<file path="config.mk">
export PLATFORM = sky130hd
export DESIGN_NAME = tcs_ctrl
export DESIGN_NICKNAME = d
export VERILOG_FILES = /design/src/logic/tcs_pkg.sv /design/src/logic/tcs_ctrl.sv
export SDC_FILE = /design/constraint.sdc
export NUM_CORES = 1
export LEC_CHECK = 0
export BUFFER_PORTS_ARGS = -buffer_cell sky130_fd_sc_hd__buf_2
export CELL_PAD_IN_SITES_DETAIL_PLACEMENT = 1
export CELL_PAD_IN_SITES_GLOBAL_PLACEMENT = 2
export CORE_ASPECT_RATIO = 2
export CORE_MARGIN = 2
export CORE_UTILIZATION = 31
export CTS_BUF_LIST = sky130_fd_sc_hd__clkbuf_2
export CTS_CLUSTER_SIZE = 24
export DETAILED_ROUTE_END_ITERATION = 16
export GPL_ROUTABILITY_DRIVEN = 0
export PLACE_DENSITY_LB_ADDON = 0.1
export RECOVER_POWER = 50
export SYNTH_ARGS = -nofsm -noshare
export SYNTH_HDL_FRONTEND = slang
export SYNTH_SLANG_ARGS = --single-unit
export TNS_END_PERCENT = 50
</file>
<file path="constraint.sdc">
create_clock -name sys_clk -period 1.8 [get_ports sys_clk]
set_clock_uncertainty 0.2 [all_clocks]
set_input_delay 0.18 -clock sys_clk [delete_from_list [all_inputs] [get_ports sys_clk]]
set_output_delay 0.18 -clock sys_clk [all_outputs]
set_load 0.01 [all_outputs]
</file>
<file path="src/logic/tcs_pkg.sv">
// Package for the timer count control/status block: register map, fields, reset values, modes.
// Assumes an 8-bit register port with three registers at fixed offsets.
package tcs_pkg;

	// ----------------------------------------------------------------
	// register map
	// ----------------------------------------------------------------
	localparam logic [7:0] TCS_ADDR_CTRL = 8'hDA;
	localparam logic [7:0] TCS_ADDR_IMASK = 8'hDB;
	localparam logic [7:0] TCS_ADDR_MODE = 8'hDC;
	localparam logic [7:0] TCS_CTRL_RESET = 8'h00;
	localparam logic [7:0] TCS_IMASK_RESET = 8'h00;
	localparam logic [1:0] TCS_MODE_RESET = 2'h0;

	// ----------------------------------------------------------------
	// field positions in timer_control_status
	// ----------------------------------------------------------------
	localparam int TCS_B_RUN = 0;
	localparam int TCS_B_ACTIVE = 1;
	localparam int TCS_B_HALT = 2;
	localparam int TCS_B_EDGE = 4;
	localparam int TCS_B_WRAP = 5;
	// interrupt mask bits share the flag positions
	localparam logic [7:0] TCS_FLAG_MASK = 8'h30;

	// ----------------------------------------------------------------
	// timer and measurement modes
	// ----------------------------------------------------------------
	typedef enum logic [1:0] {
		TCS_MODE_TIMER = 2'h0,
		TCS_MODE_WIDTH = 2'h1,
		TCS_MODE_PERIOD = 2'h2
	} tcs_mode_t;

	// sync state machine of the active flag, one-hot
	typedef enum logic [2:0] {
		TCS_ST_IDLE = 3'h1,
		TCS_ST_RUN = 3'h2,
		TCS_ST_STOPPING = 3'h4
	} tcs_state_t;

	// register port request
	typedef struct packed {
		logic [7:0] addr;
		logic [7:0] wdata;
		logic wr;
		logic rd;
	} tcs_req_t;

endpackage

</file>
<file path="src/logic/tcs_ctrl.sv">
// Control and status of a down-counting timer: run/halt, active flag, event flags, interrupt.
// Assumes count_tick and underflow come from the counter datapath on sys_clk;
// timer_io_pin comes from outside and is synchronised here.
//
// Strobed register access is this design's own decision.
`timescale 1ns/1ps

module tcs_ctrl (
	// clock and reset
	input wire logic sys_clk,
	input wire logic nrst,
	// register port
	input wire tcs_pkg::tcs_req_t req,
	output logic [7:0] rdata,
	// counter datapath
	input wire logic count_tick,
	input wire logic underflow,
	output logic count_enable,
	output logic pulse_out,
	input wire logic pulse_toggle,
	// external input
	input wire logic timer_io_pin,
	// interrupt
	output logic irq
);
	import tcs_pkg::*;

	// ----------------------------------------------------------------
	// decode
	// ----------------------------------------------------------------
	function automatic logic hit(input tcs_req_t r, input logic [7:0] a);
		return r.addr == a;
	endfunction

	logic wr_ctrl;
	logic halt_wr;
	assign wr_ctrl = req.wr && hit(req, TCS_ADDR_CTRL);
	assign halt_wr = wr_ctrl && req.wdata[TCS_B_HALT];

	// ----------------------------------------------------------------
	// run request
	// ----------------------------------------------------------------
	logic run_q;
	always_ff @(posedge sys_clk or negedge nrst) begin
		if (!nrst) begin
			run_q <= 1'b0;
		end else if (halt_wr) begin
			run_q <= 1'b0;
		end else if (wr_ctrl) begin
			run_q <= req.wdata[TCS_B_RUN];
		end
	end

	// ----------------------------------------------------------------
	// active flag follows run request on the count tick
	// ----------------------------------------------------------------
	tcs_state_t st_q;
	always_ff @(posedge sys_clk or negedge nrst) begin
		if (!nrst) begin
			st_q <= TCS_ST_IDLE;
		end else if (halt_wr) begin
			st_q <= TCS_ST_IDLE;
		end else begin
			case (st_q)
				TCS_ST_IDLE: begin
					if (run_q && count_tick) begin
						st_q <= TCS_ST_RUN;
					end
				end
				TCS_ST_RUN: begin
					if (!run_q && count_tick) begin
						st_q <= TCS_ST_IDLE;
					end else if (!run_q) begin
						st_q <= TCS_ST_STOPPING;
					end
				end
				TCS_ST_STOPPING: begin
					if (run_q) begin
						st_q <= TCS_ST_RUN;
					end else if (count_tick) begin
						st_q <= TCS_ST_IDLE;
					end
				end
				default: begin
					st_q <= TCS_ST_IDLE;
				end
			endcase
		end
	end

	logic active;
	assign active = (st_q == TCS_ST_RUN) || (st_q == TCS_ST_STOPPING);
	// counting stops at once on halt or a zero request
	assign count_enable = active && run_q && !halt_wr;

	// ----------------------------------------------------------------
	// pulse output level
	// ----------------------------------------------------------------
	logic pulse_q;
	always_ff @(posedge sys_clk or negedge nrst) begin
		if (!nrst) begin
			pulse_q <= 1'b0;
		end else if (halt_wr) begin
			pulse_q <= 1'b0;
		end else if (count_enable && pulse_toggle) begin
			pulse_q <= !pulse_q;
		end
	end
	assign pulse_out = pulse_q;

	// ----------------------------------------------------------------
	// mode register and pin input
	// ----------------------------------------------------------------
	tcs_mode_t mode_q;
	logic edge_pol_q;
	always_ff @(posedge sys_clk or negedge nrst) begin
		if (!nrst) begin
			mode_q <= TCS_MODE_TIMER;
			edge_pol_q <= 1'b0;
		end else if (req.wr && hit(req, TCS_ADDR_MODE)) begin
			mode_q <= tcs_mode_t'(req.wdata[1:0]);
			edge_pol_q <= req.wdata[2];
		end
	end

	// two stages before use; the second and a third delay stage are read
	logic pin_s1_q;
	logic pin_s2_q;
	logic pin_d_q;
	always_ff @(posedge sys_clk or negedge nrst) begin
		if (!nrst) begin
			pin_s1_q <= 1'b0;
			pin_s2_q <= 1'b0;
			pin_d_q <= 1'b0;
		end else begin
			pin_s1_q <= timer_io_pin;
			pin_s2_q <= pin_s1_q;
			pin_d_q <= pin_s2_q;
		end
	end

	// edge_pol 0: active level high, rising is the period edge
	logic act_lvl;
	logic act_lvl_d;
	assign act_lvl = pin_s2_q ^ edge_pol_q;
	assign act_lvl_d = pin_d_q ^ edge_pol_q;

	logic edge_evt;
	always_comb begin
		edge_evt = 1'b0;
		if (active) begin
			case (mode_q)
				TCS_MODE_WIDTH: edge_evt = act_lvl_d && !act_lvl;
				TCS_MODE_PERIOD: edge_evt = act_lvl && !act_lvl_d;
				default: edge_evt = 1'b0;
			endcase
		end
	end

	// ----------------------------------------------------------------
	// event flags, write zero to clear
	// ----------------------------------------------------------------
	logic edge_q;
	logic wrap_q;
	logic clr_edge;
	logic clr_wrap;
	assign clr_edge = wr_ctrl && !req.wdata[TCS_B_EDGE];
	assign clr_wrap = wr_ctrl && !req.wdata[TCS_B_WRAP];

	always_ff @(posedge sys_clk or negedge nrst) begin
		if (!nrst) begin
			edge_q <= 1'b0;
		end else if (edge_evt) begin
			edge_q <= 1'b1;
		end else if (clr_edge) begin
			edge_q <= 1'b0;
		end
	end

	always_ff @(posedge sys_clk or negedge nrst) begin
		if (!nrst) begin
			wrap_q <= 1'b0;
		end else if (underflow) begin
			wrap_q <= 1'b1;
		end else if (clr_wrap) begin
			wrap_q <= 1'b0;
		end
	end

	// ----------------------------------------------------------------
	// interrupt mask and output
	// ----------------------------------------------------------------
	logic [7:0] imask_q;
	always_ff @(posedge sys_clk or negedge nrst) begin
		if (!nrst) begin
			imask_q <= TCS_IMASK_RESET;
		end else if (req.wr && hit(req, TCS_ADDR_IMASK)) begin
			imask_q <= req.wdata & TCS_FLAG_MASK;
		end
	end

	logic [7:0] ctrl_view;
	always_comb begin
		ctrl_view = TCS_CTRL_RESET;
		ctrl_view[TCS_B_RUN] = run_q;
		ctrl_view[TCS_B_ACTIVE] = active;
		ctrl_view[TCS_B_HALT] = 1'b0;
		ctrl_view[TCS_B_EDGE] = edge_q;
		ctrl_view[TCS_B_WRAP] = wrap_q;
	end

	assign irq = |(ctrl_view & imask_q);

	// ----------------------------------------------------------------
	// read data, one cycle after the strobe
	// ----------------------------------------------------------------
	logic [7:0] rdata_q;
	always_ff @(posedge sys_clk or negedge nrst) begin
		if (!nrst) begin
			rdata_q <= 8'h00;
		end else if (req.rd) begin
			if (hit(req, TCS_ADDR_CTRL)) begin
				rdata_q <= ctrl_view;
			end else if (hit(req, TCS_ADDR_IMASK)) begin
				rdata_q <= imask_q;
			end else if (hit(req, TCS_ADDR_MODE)) begin
				rdata_q <= {5'h00, edge_pol_q, mode_q};
			end else begin
				rdata_q <= 8'h00;
			end
		end else begin
			rdata_q <= 8'h00;
		end
	end
	assign rdata = rdata_q;

	// ----------------------------------------------------------------
	// checks: run request and active flag
	// ----------------------------------------------------------------
	run_write_a: assert property (@(posedge sys_clk) disable iff (!nrst)
		wr_ctrl && !halt_wr |=> run_q == $past(req.wdata[TCS_B_RUN]))
		else $error("run request not taken from write");
	run_hold_a: assert property (@(posedge sys_clk) disable iff (!nrst)
		!wr_ctrl |=> $stable(run_q))
		else $error("run request changed without write");
	zero_stop_a: assert property (@(posedge sys_clk) disable iff (!nrst)
		!run_q |-> !count_enable)
		else $error("counting without run request");
	active_tick_a: assert property (@(posedge sys_clk) disable iff (!nrst)
		$rose(active) |-> $past(count_tick) && $past(run_q))
		else $error("active flag rose without tick");
	active_set_a: assert property (@(posedge sys_clk) disable iff (!nrst)
		!active && run_q && count_tick && !halt_wr |=> active)
		else $error("active flag missed tick");
	active_clear_a: assert property (@(posedge sys_clk) disable iff (!nrst)
		$fell(active) |-> $past(count_tick) || $past(halt_wr))
		else $error("active flag fell off tick");
	active_stop_a: assert property (@(posedge sys_clk) disable iff (!nrst)
		active && !run_q && count_tick && !halt_wr |=> !active)
		else $error("active flag kept after stop tick");
	active_keep_a: assert property (@(posedge sys_clk) disable iff (!nrst)
		active && !count_tick && !halt_wr |=> active)
		else $error("active flag fell between ticks");

	// ----------------------------------------------------------------
	// checks: forced halt
	// ----------------------------------------------------------------
	halt_stop_a: assert property (@(posedge sys_clk) disable iff (!nrst)
		halt_wr |-> !count_enable ##1 (!run_q && !active && !pulse_out))
		else $error("forced halt did not stop");
	halt_read_a: assert property (@(posedge sys_clk) disable iff (!nrst)
		req.rd && hit(req, TCS_ADDR_CTRL) |=> !rdata[TCS_B_HALT] && !rdata[3]
			&& rdata[7:6] == 2'h0)
		else $error("reserved or halt bit read nonzero");
	pulse_keep_a: assert property (@(posedge sys_clk) disable iff (!nrst)
		!count_enable && !halt_wr |=> $stable(pulse_out))
		else $error("pulse output moved while stopped");

	// ----------------------------------------------------------------
	// checks: event flags
	// ----------------------------------------------------------------
	edge_set_a: assert property (@(posedge sys_clk) disable iff (!nrst)
		active && mode_q == TCS_MODE_PERIOD && act_lvl && !act_lvl_d |=> edge_q)
		else $error("period edge not flagged");
	width_set_a: assert property (@(posedge sys_clk) disable iff (!nrst)
		active && mode_q == TCS_MODE_WIDTH && !act_lvl && act_lvl_d |=> edge_q)
		else $error("width end not flagged");
	edge_quiet_a: assert property (@(posedge sys_clk) disable iff (!nrst)
		!edge_q && !edge_evt |=> !edge_q)
		else $error("edge flag set without event");
	wrap_set_a: assert property (@(posedge sys_clk) disable iff (!nrst)
		underflow |=> wrap_q)
		else $error("underflow not flagged");
	flag_keep_a: assert property (@(posedge sys_clk) disable iff (!nrst)
		wrap_q && !(wr_ctrl && !req.wdata[TCS_B_WRAP]) |=> wrap_q)
		else $error("wrap flag lost without zero write");
	edge_keep_a: assert property (@(posedge sys_clk) disable iff (!nrst)
		edge_q && !clr_edge |=> edge_q)
		else $error("edge flag lost without zero write");
	edge_clear_a: assert property (@(posedge sys_clk) disable iff (!nrst)
		edge_q && clr_edge && !edge_evt |=> !edge_q)
		else $error("edge flag kept after zero write");
	wrap_clear_a: assert property (@(posedge sys_clk) disable iff (!nrst)
		wrap_q && clr_wrap && !underflow |=> !wrap_q)
		else $error("wrap flag kept after zero write");
	edge_clash_a: assert property (@(posedge sys_clk) disable iff (!nrst)
		edge_evt && clr_edge |=> edge_q)
		else $error("edge event lost to clear");
	wrap_clash_a: assert property (@(posedge sys_clk) disable iff (!nrst)
		underflow && clr_wrap |=> wrap_q)
		else $error("underflow lost to clear");

	// ----------------------------------------------------------------
	// checks: register port and interrupt
	// ----------------------------------------------------------------
	rdata_idle_a: assert property (@(posedge sys_clk) disable iff (!nrst)
		!req.rd |=> rdata == 8'h00)
		else $error("read data outside read slot");
	irq_level_a: assert property (@(posedge sys_clk) disable iff (!nrst)
		imask_q[TCS_B_WRAP] && wrap_q |-> irq)
		else $error("interrupt missing");
	irq_edge_a: assert property (@(posedge sys_clk) disable iff (!nrst)
		imask_q[TCS_B_EDGE] && edge_q |-> irq)
		else $error("edge interrupt missing");
	irq_quiet_a: assert property (@(posedge sys_clk) disable iff (!nrst)
		!(imask_q[TCS_B_EDGE] && edge_q) && !(imask_q[TCS_B_WRAP] && wrap_q) |-> !irq)
		else $error("interrupt without unmasked flag");

	// ----------------------------------------------------------------
	// covers
	// ----------------------------------------------------------------
	start_run_c: cover property (@(posedge sys_clk) disable iff (!nrst) $rose(run_q) ##[1:20] active);
	halt_c: cover property (@(posedge sys_clk) disable iff (!nrst) active && halt_wr);
	period_c: cover property (@(posedge sys_clk) disable iff (!nrst) $rose(edge_q));
	clash_c: cover property (@(posedge sys_clk) disable iff (!nrst) underflow && clr_wrap);
	width_c: cover property (@(posedge sys_clk) disable iff (!nrst) mode_q == TCS_MODE_WIDTH && edge_evt);

endmodule // tcs_ctrl

</file>
==> results.json, run 1 <==
{
  "reg2reg_depth": 5,
  "vias": 854,
  "r2r_end": "edge_q$_DFFE_PN0P_",
  "seqCellArea_um2": 502,
  "die_y_um": 84.8,
  "syn_area_per_cell_um2": 11.5,
  "instances_no_fill": 169,
  "fp.coreArea_mm2": 0.00316,
  "rsz0062_at_grt": "true",
  "final_area_mm2": 0.00138,
  "ys.flop_type": "dfrtp_1",
  "placedCellCount": 148,
  "crit_type": "reg -> out",
  "post_dp_cell_area_mm2": 0.00119,
  "h-tree-depth": 1,
  "grt_usage_pct": 15.7,
  "clock_sinks": 20,
  "clockBufferDepth": 2,
  "holdPathStages": 5,
  "p_leak_nw": 0.662,
  "syn-cell-area_mm2": 0.00101,
  "critical_path_peak_fanout": 2,
  "multi_input_area_um2": 490,
  "drive_gt1_share_pct": 39.1,
  "finalCritPeriodShare_pct": 97.0,
  "period_minus_slack_ns": 1.75,
  "clk_root_buffer_cell": "clkbuf_2",
  "vias_per_cell": 5.05,
  "finish.utilization_pct": 43.7,
  "drtIter0Drc": 5,
  "r2r_slack_ns": 0.18,
  "hold_ws_ns": 0.0412,
  "start_util_pct": 32.1,
  "setup_viol": 0,
  "max_clock_freq_ghz": 0.573,
  "critPathArrivalTime_ns": 1.37,
  "hold_path.class": "in -> reg",
  "worst_slew_pin_slew_ns": 1.13,
  "antenna_left": 0,
  "hpwl_um": 1920,
  "grt_pass1_wl_um": 4360,
  "path_clk_slew_ns": 0.21,
  "ir_drop_mv": 0.325,
  "finalSetupTns_ns": 0,
  "antenna_found_initial": 0,
  "overflow": 0,
  "grt_max_degree": 21,
  "cts_buffers": 3,
  "die_w_um": 44.4,
  "final_nets": 165,
  "ys_types": 36,
  "drt-pass1-iter-count": 4,
  "area_growth_pct": 36.3,
  "syn_inst": 88,
  "hp-start": "pulse_toggle",
  "wirelength_um": 2500,
  "hold_viol_final": 0,
  "drc": 0,
  "routedWlPerCell_um": 14.8,
  "die-area_mm2": 0.00377,
  "pin_count": 35,
  "grt_pass1_vias": 937,
  "min_delay_worst_endpoint": "pulse_out$_DFFE_PN0P_",
  "power_density_mw_per_mm2": 560,
  "clk_latency_ns": 0.34,
  "status": "finished clean",
  "cp-start-kind": "register",
  "drv_cap": 0,
  "seq_area_frac_synth_pct": 49.6,
  "rows": 29,
  "synth_edf_count": 0,
  "slew_headroom_pct": 24.4,
  "io_buffers": 28,
  "ys_ff_latch": 20,
  "end_kind": "output pin",
  "required_ns": 1.42,
  "reg2reg_from": "st_q[2]$_DFFE_PN0P_",
  "fillCellCount": 393,
  "slew_violations": 0,
  "ys_warn_count": 0,
  "cts_tree": "yes",
  "synth-async-reset-ratio_pct": 100,
  "n_antenna_cell": 0
}
layout by cell type (no fill, tap or decap), types with 2 or more instances in the layout:
cell type      Yosys  final
nor3_2             2      2
nand2_1            5      5
a211oi_1           2      2
a22oi_1            4      4
dfrtp_1           19     19
nand3b_1           2      2
nor2_1             4      3
conb_1             1      3
nor2b_1            6      6
buf_2              0     27
and3_1             2      2
nor3b_1            2      2
inv_1              4      4
ha_1               2      2
clkbuf_2           0      4
and3b_1            2      2
buf_4              3      6
dlygate4sd3_1      0     13
mux2_2             5      5
o21ai_0            3      3
cell usage after synthesis, types with 2 or more instances:
cell       n  area share (%)
a211oi_1   2             1.5
a22oi_1    4             3.0
and3_1     2             1.2
and3b_1    2             1.7
buf_4      3             2.2
dfrtp_1   19              47
ha_1       2             2.5
inv_1      4             1.5
mux2_2     5             5.6
nand2_1    5             1.9
nand3b_1   2             1.5
nor2_1     4             1.5
nor2b_1    6             3.7
nor3_2     2             2.0
nor3b_1    2             1.5
o21ai_0    3             1.5
xnor2_1    2             1.7
kinds of logic after synthesis:
group / synth area share (%)
flip-flops: 49.6
adder cells (fa/ha/maj): 2.47
buffers and inverters: 3.71
other: 0.370
XOR/XNOR: 1.73
multiplexers: 7.04
AND/OR/NAND/NOR: 25.8
AO/OA/AOI/OAI: 9.27
per-layer routing:
layer  up-vias  part of all wire [%]  track usage [%]  routed length (um)
li1        409                     -                -                   -
met1       417                    36             15.2                 890
met2        23                    59             30.3                1490
met3         5                   2.5             1.91                  62
met4         0                   2.4             7.44                  59
met5         -                     0                0                   0
how the worst max path moves through the flow:
stage	to	start	depth (start not counted)	slack, ns
6_report	count_enable	st_q[2]$_DFFE_PN0P_	4	0.05
5_1_grt	count_enable	st_q[2]$_DFFE_PN0P_	4	-0.006
4_1_cts	count_enable	st_q[2]$_DFFE_PN0P_	4	0.004
3_5_place_dp	run_q$_DFFE_PN0P_	req[15]	6	0.24
3_3_place_gp	run_q$_DFFE_PN0P_	req[15]	6	0.27
2_1_floorplan	count_enable	req[15]	4	0.41
metrics by stage:
| stage | setup WS (ns) | total power, mW |
|---|---|---|
| global placement | 0.265 | 0.552 |
| finish | 0.0534 | 0.774 |
| CTS | 0.00389 | 0.781 |
| global route | -0.00555 | 0.811 |
| floorplan | 0.414 | 0.510 |
| detailed placement | 0.245 | 0.555 |
repair_timing:
| action | 4_1_cts | 5_1_grt |
|---|---|---|
| hold endpoints to repair | 36 | 0 |
| hold buffers | 13 | 0 |
| resized for setup | 1 | 1 |
| pin swaps | 1 | 0 |
| setup buffers | 3 | 1 |
| setup endpoints to repair | 1 | 1 |
sequential cells by signal, summed over array words and instances, names as in the netlist:
signal	cells
edge_pol_q	1
edge_q	1
imask_q	2
mode_q	2
pin_d_q	1
pin_s1_q	1
pin_s2_q	1
pulse_out	1
rdata	5
run_q	1
st_q	3
wrap_q	1
final cells by class:
| class | instances | share of cell area, % |
|---|---|---|
| Inverter | 4 | 1.09 |
| Timing Repair Buffer | 47 | 22.8 |
| Sequential cell | 20 | 36.4 |
| Tap cell | 31 | 2.81 |
| Multi-Input combinational cell | 63 | 35.5 |
| Clock buffer | 4 | 1.45 |
worst max-delay path: stages, from the launching register on:
cell and delay [ns]:
dfrtp_1 0.46, xnor2_2 0.22, nor2_2 0.06, and3_1 0.16, buf_2 0.13
report_power, final:
part / leakage [nW] / total [mW] / internal (mW) / switching (mW)
combinational: 0.383 / 0.0931 / 0.0514 / 0.0417
sequential: 0.263 / 0.471 / 0.460 / 0.0112
clock: 0.0166 / 0.209 / 0.0588 / 0.150
No activity file was read; power rests on OpenSTA's default activity.
==> run 2: changes to the inputs <==
--- a/config.mk
+++ b/config.mk
@@ -6,6 +6,7 @@
 export NUM_CORES = 1
 export LEC_CHECK = 0
 export BUFFER_PORTS_ARGS = -buffer_cell sky130_fd_sc_hd__buf_2
+export CAP_MARGIN = 20
 export CELL_PAD_IN_SITES_DETAIL_PLACEMENT = 1
 export CELL_PAD_IN_SITES_GLOBAL_PLACEMENT = 2
 export CORE_ASPECT_RATIO = 2
@@ -17,6 +18,7 @@
 export GPL_ROUTABILITY_DRIVEN = 0
 export PLACE_DENSITY_LB_ADDON = 0.1
 export RECOVER_POWER = 50
+export SKIP_LAST_GASP = 1
 export SYNTH_ARGS = -nofsm -noshare
 export SYNTH_HDL_FRONTEND = slang
 export SYNTH_SLANG_ARGS = --single-unit
==> constraint.sdc (replaced) <==
create_clock -name sys_clk -period 1.8 [get_ports sys_clk]
set_clock_uncertainty 0.2 [all_clocks]
set_input_delay 0.27 -clock sys_clk [delete_from_list [all_inputs] [get_ports sys_clk]]
set_output_delay 0.27 -clock sys_clk [all_outputs]
set_load 0.01 [all_outputs]
==> run 2 against run 1 <==
Compared with the run above: the run now ends with setup timing left; global-route usage down 0.50 points; worst hold slack lost 0.019 ns; combinational power shrank 2.7%; first-iteration DRC count grew 20%; critical path depth is 1 higher; final cell count fell by 2.4%; count of clock-buffer cells in the layout fell by 1; utilization fell by 1.2 points; clock power fell by 8%; critical endpoint unchanged.
==> results.json, run 2 (synthesis results as in run 1) <==
{
  "fp.coreArea_mm2": 0.00316,
  "setup_viol": 1,
  "die_w_um": 44.4,
  "finalCritPeriodShare_pct": 102,
  "rsz0062_at_grt": "true",
  "slew_violations": 0,
  "h-tree-depth": 1,
  "routedWlPerCell_um": 14.5,
  "hold_viol_final": 0,
  "power_density_mw_per_mm2": 562,
  "final_cell_mix": "27 x buf_2, 19 x dfrtp_1, 11 x dlygate4sd3_1",
  "drv_cap": 0,
  "pin_count": 35,
  "vias_per_cell": 5.08,
  "p_leak_nw": 0.645,
  "critical_path_peak_fanout": 3,
  "required_ns": 1.33,
  "cpMostUsedCell": "buf_2",
  "die-area_mm2": 0.00377,
  "hold_path.class": "in -> reg",
  "worst_slew_pin_slew_ns": 1.12,
  "overflow": 0,
  "drtIter0Drc": 6,
  "slowest_stage": "dlygate4sd3_1",
  "crit_chain": "buf_2, dlygate4sd3_1, nand3_1, and3_1, buf_2",
  "final_common_cell": "buf_2",
  "holdPathStages": 3,
  "grt_pass1_vias": 916,
  "start_util_pct": 32.1,
  "cts_buffers": 3,
  "grt_pass1_wl_um": 4150,
  "hp-start": "req[1]",
  "critical_path.max_stage_delay_ns": 0.58,
  "status": "complete, but fails checks",
  "cp-start-kind": "input pin",
  "io_buffers": 28,
  "r2r_slack_ns": 0.32,
  "min_delay_worst_endpoint": "st_q[0]$_DFFE_PN1P_",
  "drive_gt1_share_pct": 37.3,
  "critPathArrivalTime_ns": 1.37,
  "clk_root_buffer_cell": "clkbuf_2",
  "hpwl_um": 1850,
  "vias": 838,
  "setup_slack_ns": -0.0354,
  "clk_latency_ns": 0.32,
  "ir_drop_mv": 0.315,
  "clock_sinks": 20,
  "area_growth_pct": 32.5,
  "final_nets": 161,
  "largest_reg_flops": 5,
  "drc": 0,
  "fillCellCount": 383,
  "clockBufferDepth": 2,
  "period_minus_slack_ns": 1.84,
  "n_antenna_cell": 0,
  "post_dp_cell_area_mm2": 0.00119,
  "max_clock_freq_ghz": 0.545,
  "r2r_end": "st_q[2]$_DFFE_PN0P_",
  "reg2reg_from": "st_q[1]$_DFFE_PN0P_",
  "violations": "setup timing",
  "die_y_um": 84.8,
  "wirelength_um": 2390,
  "grt_max_degree": 21,
  "instances_no_fill": 165,
  "end_kind": "output pin",
  "antenna_found_initial": 0,
  "cts_tree": "yes",
  "rows": 29,
  "final_area_mm2": 0.00134,
  "slew_headroom_pct": 25.2,
  "path_clk_slew_ns": 0.19,
  "placedCellCount": 148,
  "reg2reg_depth": 3,
  "finalPower_uw": 754,
  "crit_type": "in -> out",
  "drt-pass1-iter-count": 3,
  "grt_usage_pct": 15.2,
  "finish.utilization_pct": 42.5,
  "antenna_left": 0
}
run 2: cell count changes in the layout (fill, tap and decap cells not counted), sizes merged:
cell / before / now
buf: 33 / 31
clkbuf: 5 / 4
dlygate4sd3: 13 / 11
clkinv: 0 / 1
run 2: worst max path at each step:
stage	startpoint	to	slack (ns)	depth (start not counted)
2_1_floorplan	req[15]	count_enable	0.23	4
3_3_place_gp	req[15]	count_enable	0.12	6
3_5_place_dp	req[15]	count_enable	0.10	6
4_1_cts	st_q[1]$_DFFE_PN0P_	count_enable	-0.07	4
5_1_grt	st_q[1]$_DFFE_PN0P_	count_enable	-0.13	4
6_report	req[4]	count_enable	-0.04	5
run 2: area by class of cell:
class	count	area [um2]	area share, %
repair buffers	43	279	20.8
clock inverters	1	3.75	0.280
inverters	4	15.0	1.12
flip-flops and latches	20	502	37.4
clock buffers	3	15.0	1.12
multi-input cells	63	488	36.4
well taps	31	38.8	2.89
run 2: report_power, final:
group / switching, mW / total [mW] / internal (mW)
Combinational: 0.0410 / 0.0906 / 0.0496
Sequential: 0.0109 / 0.471 / 0.460
Clock: 0.144 / 0.192 / 0.0483
Total: 0.196 / 0.754 / 0.558
run 2: through the flow:
stage               TNS (ns)  setup WS (ns)  hold WS (ns)
detailed placement         0          0.102        0.0568
global placement           0          0.118        0.0472
CTS                  -0.0698        -0.0698        0.0143
global route          -0.127         -0.127        0.0227
finish               -0.0354        -0.0354        0.0223
floorplan                  0          0.234        -0.226
run 2: repair_timing:
action / CTS / global route
gates cloned: 0 / 0
endpoints found under the setup margin: 1 / 1
hold buffers: 11 / 0
resized for setup: 1 / 0
hold endpoints to repair: 34 / 0
buffers inserted: 2 / 0
run 2: per-layer routing:
layer | GRT usage (%) | wire length (um) | part of all wire, %
met1 | 13.8 | 791 | 33
met2 | 29.5 | 1470 | 61
met3 | 2.13 | 74 | 3.1
met4 | 8.26 | 56 | 2.3
met5 | 0 | 0 | 0
run 2: critical path, delay by kind of cell:
kind                   cells  cell delay (ns)
buffers and inverters      3             0.80
AND/OR/NAND/NOR            2             0.29
==> run 3: changes to the inputs <==
==> constraint.sdc (replaced) <==
create_clock -name sys_clk -period 2.1 [get_ports sys_clk]
set_clock_uncertainty 0.2 [all_clocks]
set_input_delay 0.315 -clock sys_clk [delete_from_list [all_inputs] [get_ports sys_clk]]
set_output_delay 0.315 -clock sys_clk [all_outputs]
set_load 0.01 [all_outputs]
==> run 3 against run 2 <==
Compared with the run above: the run now ends clean; die area unchanged; first-iteration DRC count is 33% higher; routed wire length fell by 3.3%; final cell count down 6.7%; register-to-register slack improved by 0.27 ns; utilization fell by 3.6 points; flip-flop and latch count unchanged; sequential power down 14%; non-clock buffer count decreased by 11; count of clock-buffer cells in the layout rose by 1; largest power group unchanged.
==> results.json, run 3 (synthesis results as in run 1) <==
{
  "worst_slew_pin_slew_ns": 1.09,
  "switching_share_pct": 24.9,
  "clk_root_buffer_cell": "clkbuf_2",
  "antenna_left": 0,
  "fp.coreArea_mm2": 0.00316,
  "h-tree-depth": 1,
  "status": "finished clean",
  "finalCritPeriodShare_pct": 92.6,
  "grt_pass1_wl_um": 3780,
  "required_ns": 1.58,
  "final_nets": 150,
  "p_leak_nw": 0.599,
  "cts_buffers": 3,
  "n_antenna_cell": 0,
  "critical_path.max_stage_delay_ns": 0.46,
  "max_clock_freq_ghz": 0.514,
  "path_clk_slew_ns": 0.19,
  "largest_reg_flops": 5,
  "p_switching_uw": 158,
  "crit_start": "st_q[1]$_DFFE_PN0P_",
  "drv_cap": 0,
  "pin_count": 35,
  "hold_path.class": "in -> reg",
  "drc": 0,
  "cp_num_buf_inv": 1,
  "rsz0062_at_grt": "false",
  "antenna_found_initial": 0,
  "p_clk_share_pct": 26.2,
  "cp-start-kind": "register",
  "final_cell_mix": "27 x buf_2, 19 x dfrtp_1, 6 x nor2b_1",
  "clockBufferDepth": 2,
  "vias_per_cell": 5.15,
  "crit_type": "reg -> out",
  "critPathTopFamily": "flip-flops",
  "cts_tree": "yes",
  "grt_usage_pct": 13.7,
  "io_buffers": 28,
  "seqPwrFrac_pct": 63.4,
  "area_growth_pct": 21.3,
  "vias": 793,
  "die_y_um": 84.8,
  "final_common_cell": "buf_2",
  "routedWlPerCell_um": 15.0,
  "reg2reg_from": "st_q[2]$_DFFE_PN0P_",
  "crit_chain": "xnor2_1, nor2_1, and3_1, buf_2",
  "p_int_uw": 478,
  "rows": 29,
  "drtIter0Drc": 8,
  "hp-start": "req[6]",
  "drive_gt1_share_pct": 37.4,
  "power_density_mw_per_mm2": 519,
  "period_minus_slack_ns": 1.94,
  "fillCellCount": 395,
  "critical_path_peak_fanout": 4,
  "end_kind": "output pin",
  "clk_latency_ns": 0.30,
  "p_comb_share_pct": 10.4,
  "die_w_um": 44.4,
  "cts.repair_timing.setup_buffer_count": 0,
  "drt-pass1-iter-count": 4,
  "overflow": 0,
  "grt_max_degree": 21,
  "ir_drop_mv": 0.365,
  "grt_pass1_vias": 834,
  "setup_viol": 0,
  "finish.utilization_pct": 38.9,
  "die-area_mm2": 0.00377,
  "finalSetupTns_ns": 0,
  "start_util_pct": 32.1,
  "slew_headroom_pct": 27.5,
  "wirelength_um": 2310,
  "hpwl_um": 1860,
  "hold_viol_final": 0,
  "slew_violations": 0,
  "clock_sinks": 20,
  "critPathArrivalTime_ns": 1.43,
  "slowest_stage": "dfrtp_1"
}
==> run 3: worst paths after layout <==
| kind | to | cells past startpoint | slack (ns) |
|---|---|---|---|
| min | imask_q[4]$_DFFE_PN0P_ | 2 | 0.04 |
| min in group asynchronous | st_q[2]$_DFFE_PN0P_ | 2 | 0.50 |
| max in group asynchronous | rdata[5]$_DFF_PN0_ | 2 | 0.56 |
| min reg2reg | pin_s2_q$_DFF_PN0_ | 0 | 0.19 |
| max | count_enable | 4 | 0.16 |
| max reg2reg | st_q[2]$_DFFE_PN0P_ | 3 | 0.59 |
==> run 3: final cells by class <==
class / instances / area [um2] / area share (%)
clock buffer: 4 / 20.0 / 1.63
timing repair buffer: 32 / 176 / 14.4
inverter: 4 / 15.0 / 1.22
tap: 31 / 38.8 / 3.16
multi-input combinational: 63 / 475 / 38.7
sequential: 20 / 502 / 40.9
==> run 3: layer usage <==
layer | part of all wire [%] | vias to the layer above | track usage, %
li1 | - | 378 | -
met1 | 35 | 389 | 13.7
met2 | 61 | 24 | 26.5
met3 | 3.9 | 2 | 1.91
met4 | 1.0 | 0 | 4.96
met5 | 0 | - | 0
==> run 3: repair_timing <==
| action | 4_1_cts | 5_1_grt |
|---|---|---|
| resized for setup | 0 | 0 |
| endpoints found under the setup margin | 0 | 0 |
| hold endpoints to repair | 21 | 0 |
| hold buffers | 3 | 0 |
==> run 3: power by group through the flow <==
stage                     logic [mW]  registers (mW)  clock network [mW]
after floorplan               0.0298           0.408                   0
after global placement        0.0627           0.410                   0
after detailed placement      0.0645           0.411                   0
after CTS                     0.0689           0.404               0.177
after global routing          0.0755           0.406               0.190
final                         0.0662           0.404               0.167
==> run 3: stage by stage <==
stage	instance area, um2	hold WS, ns	setup slack [ns]	cells	power, mW
2_1_floorplan	1020	-0.181	0.444	90	0.437
3_3_place_gp	1180	0.0922	0.328	147	0.473
3_5_place_dp	1180	0.0996	0.309	147	0.476
4_1_cts	1230	0.0139	0.115	154	0.650
5_1_grt	1230	0.00720	0.00728	154	0.671
6_report	1230	0.0355	0.156	154	0.637
==> run 3: worst reg2reg max path: stages (launching register included) <==
cell	delay (ns)
dfrtp_1	0.46
xnor2_1	0.18
or2_2	0.32
nor4_1	0.26
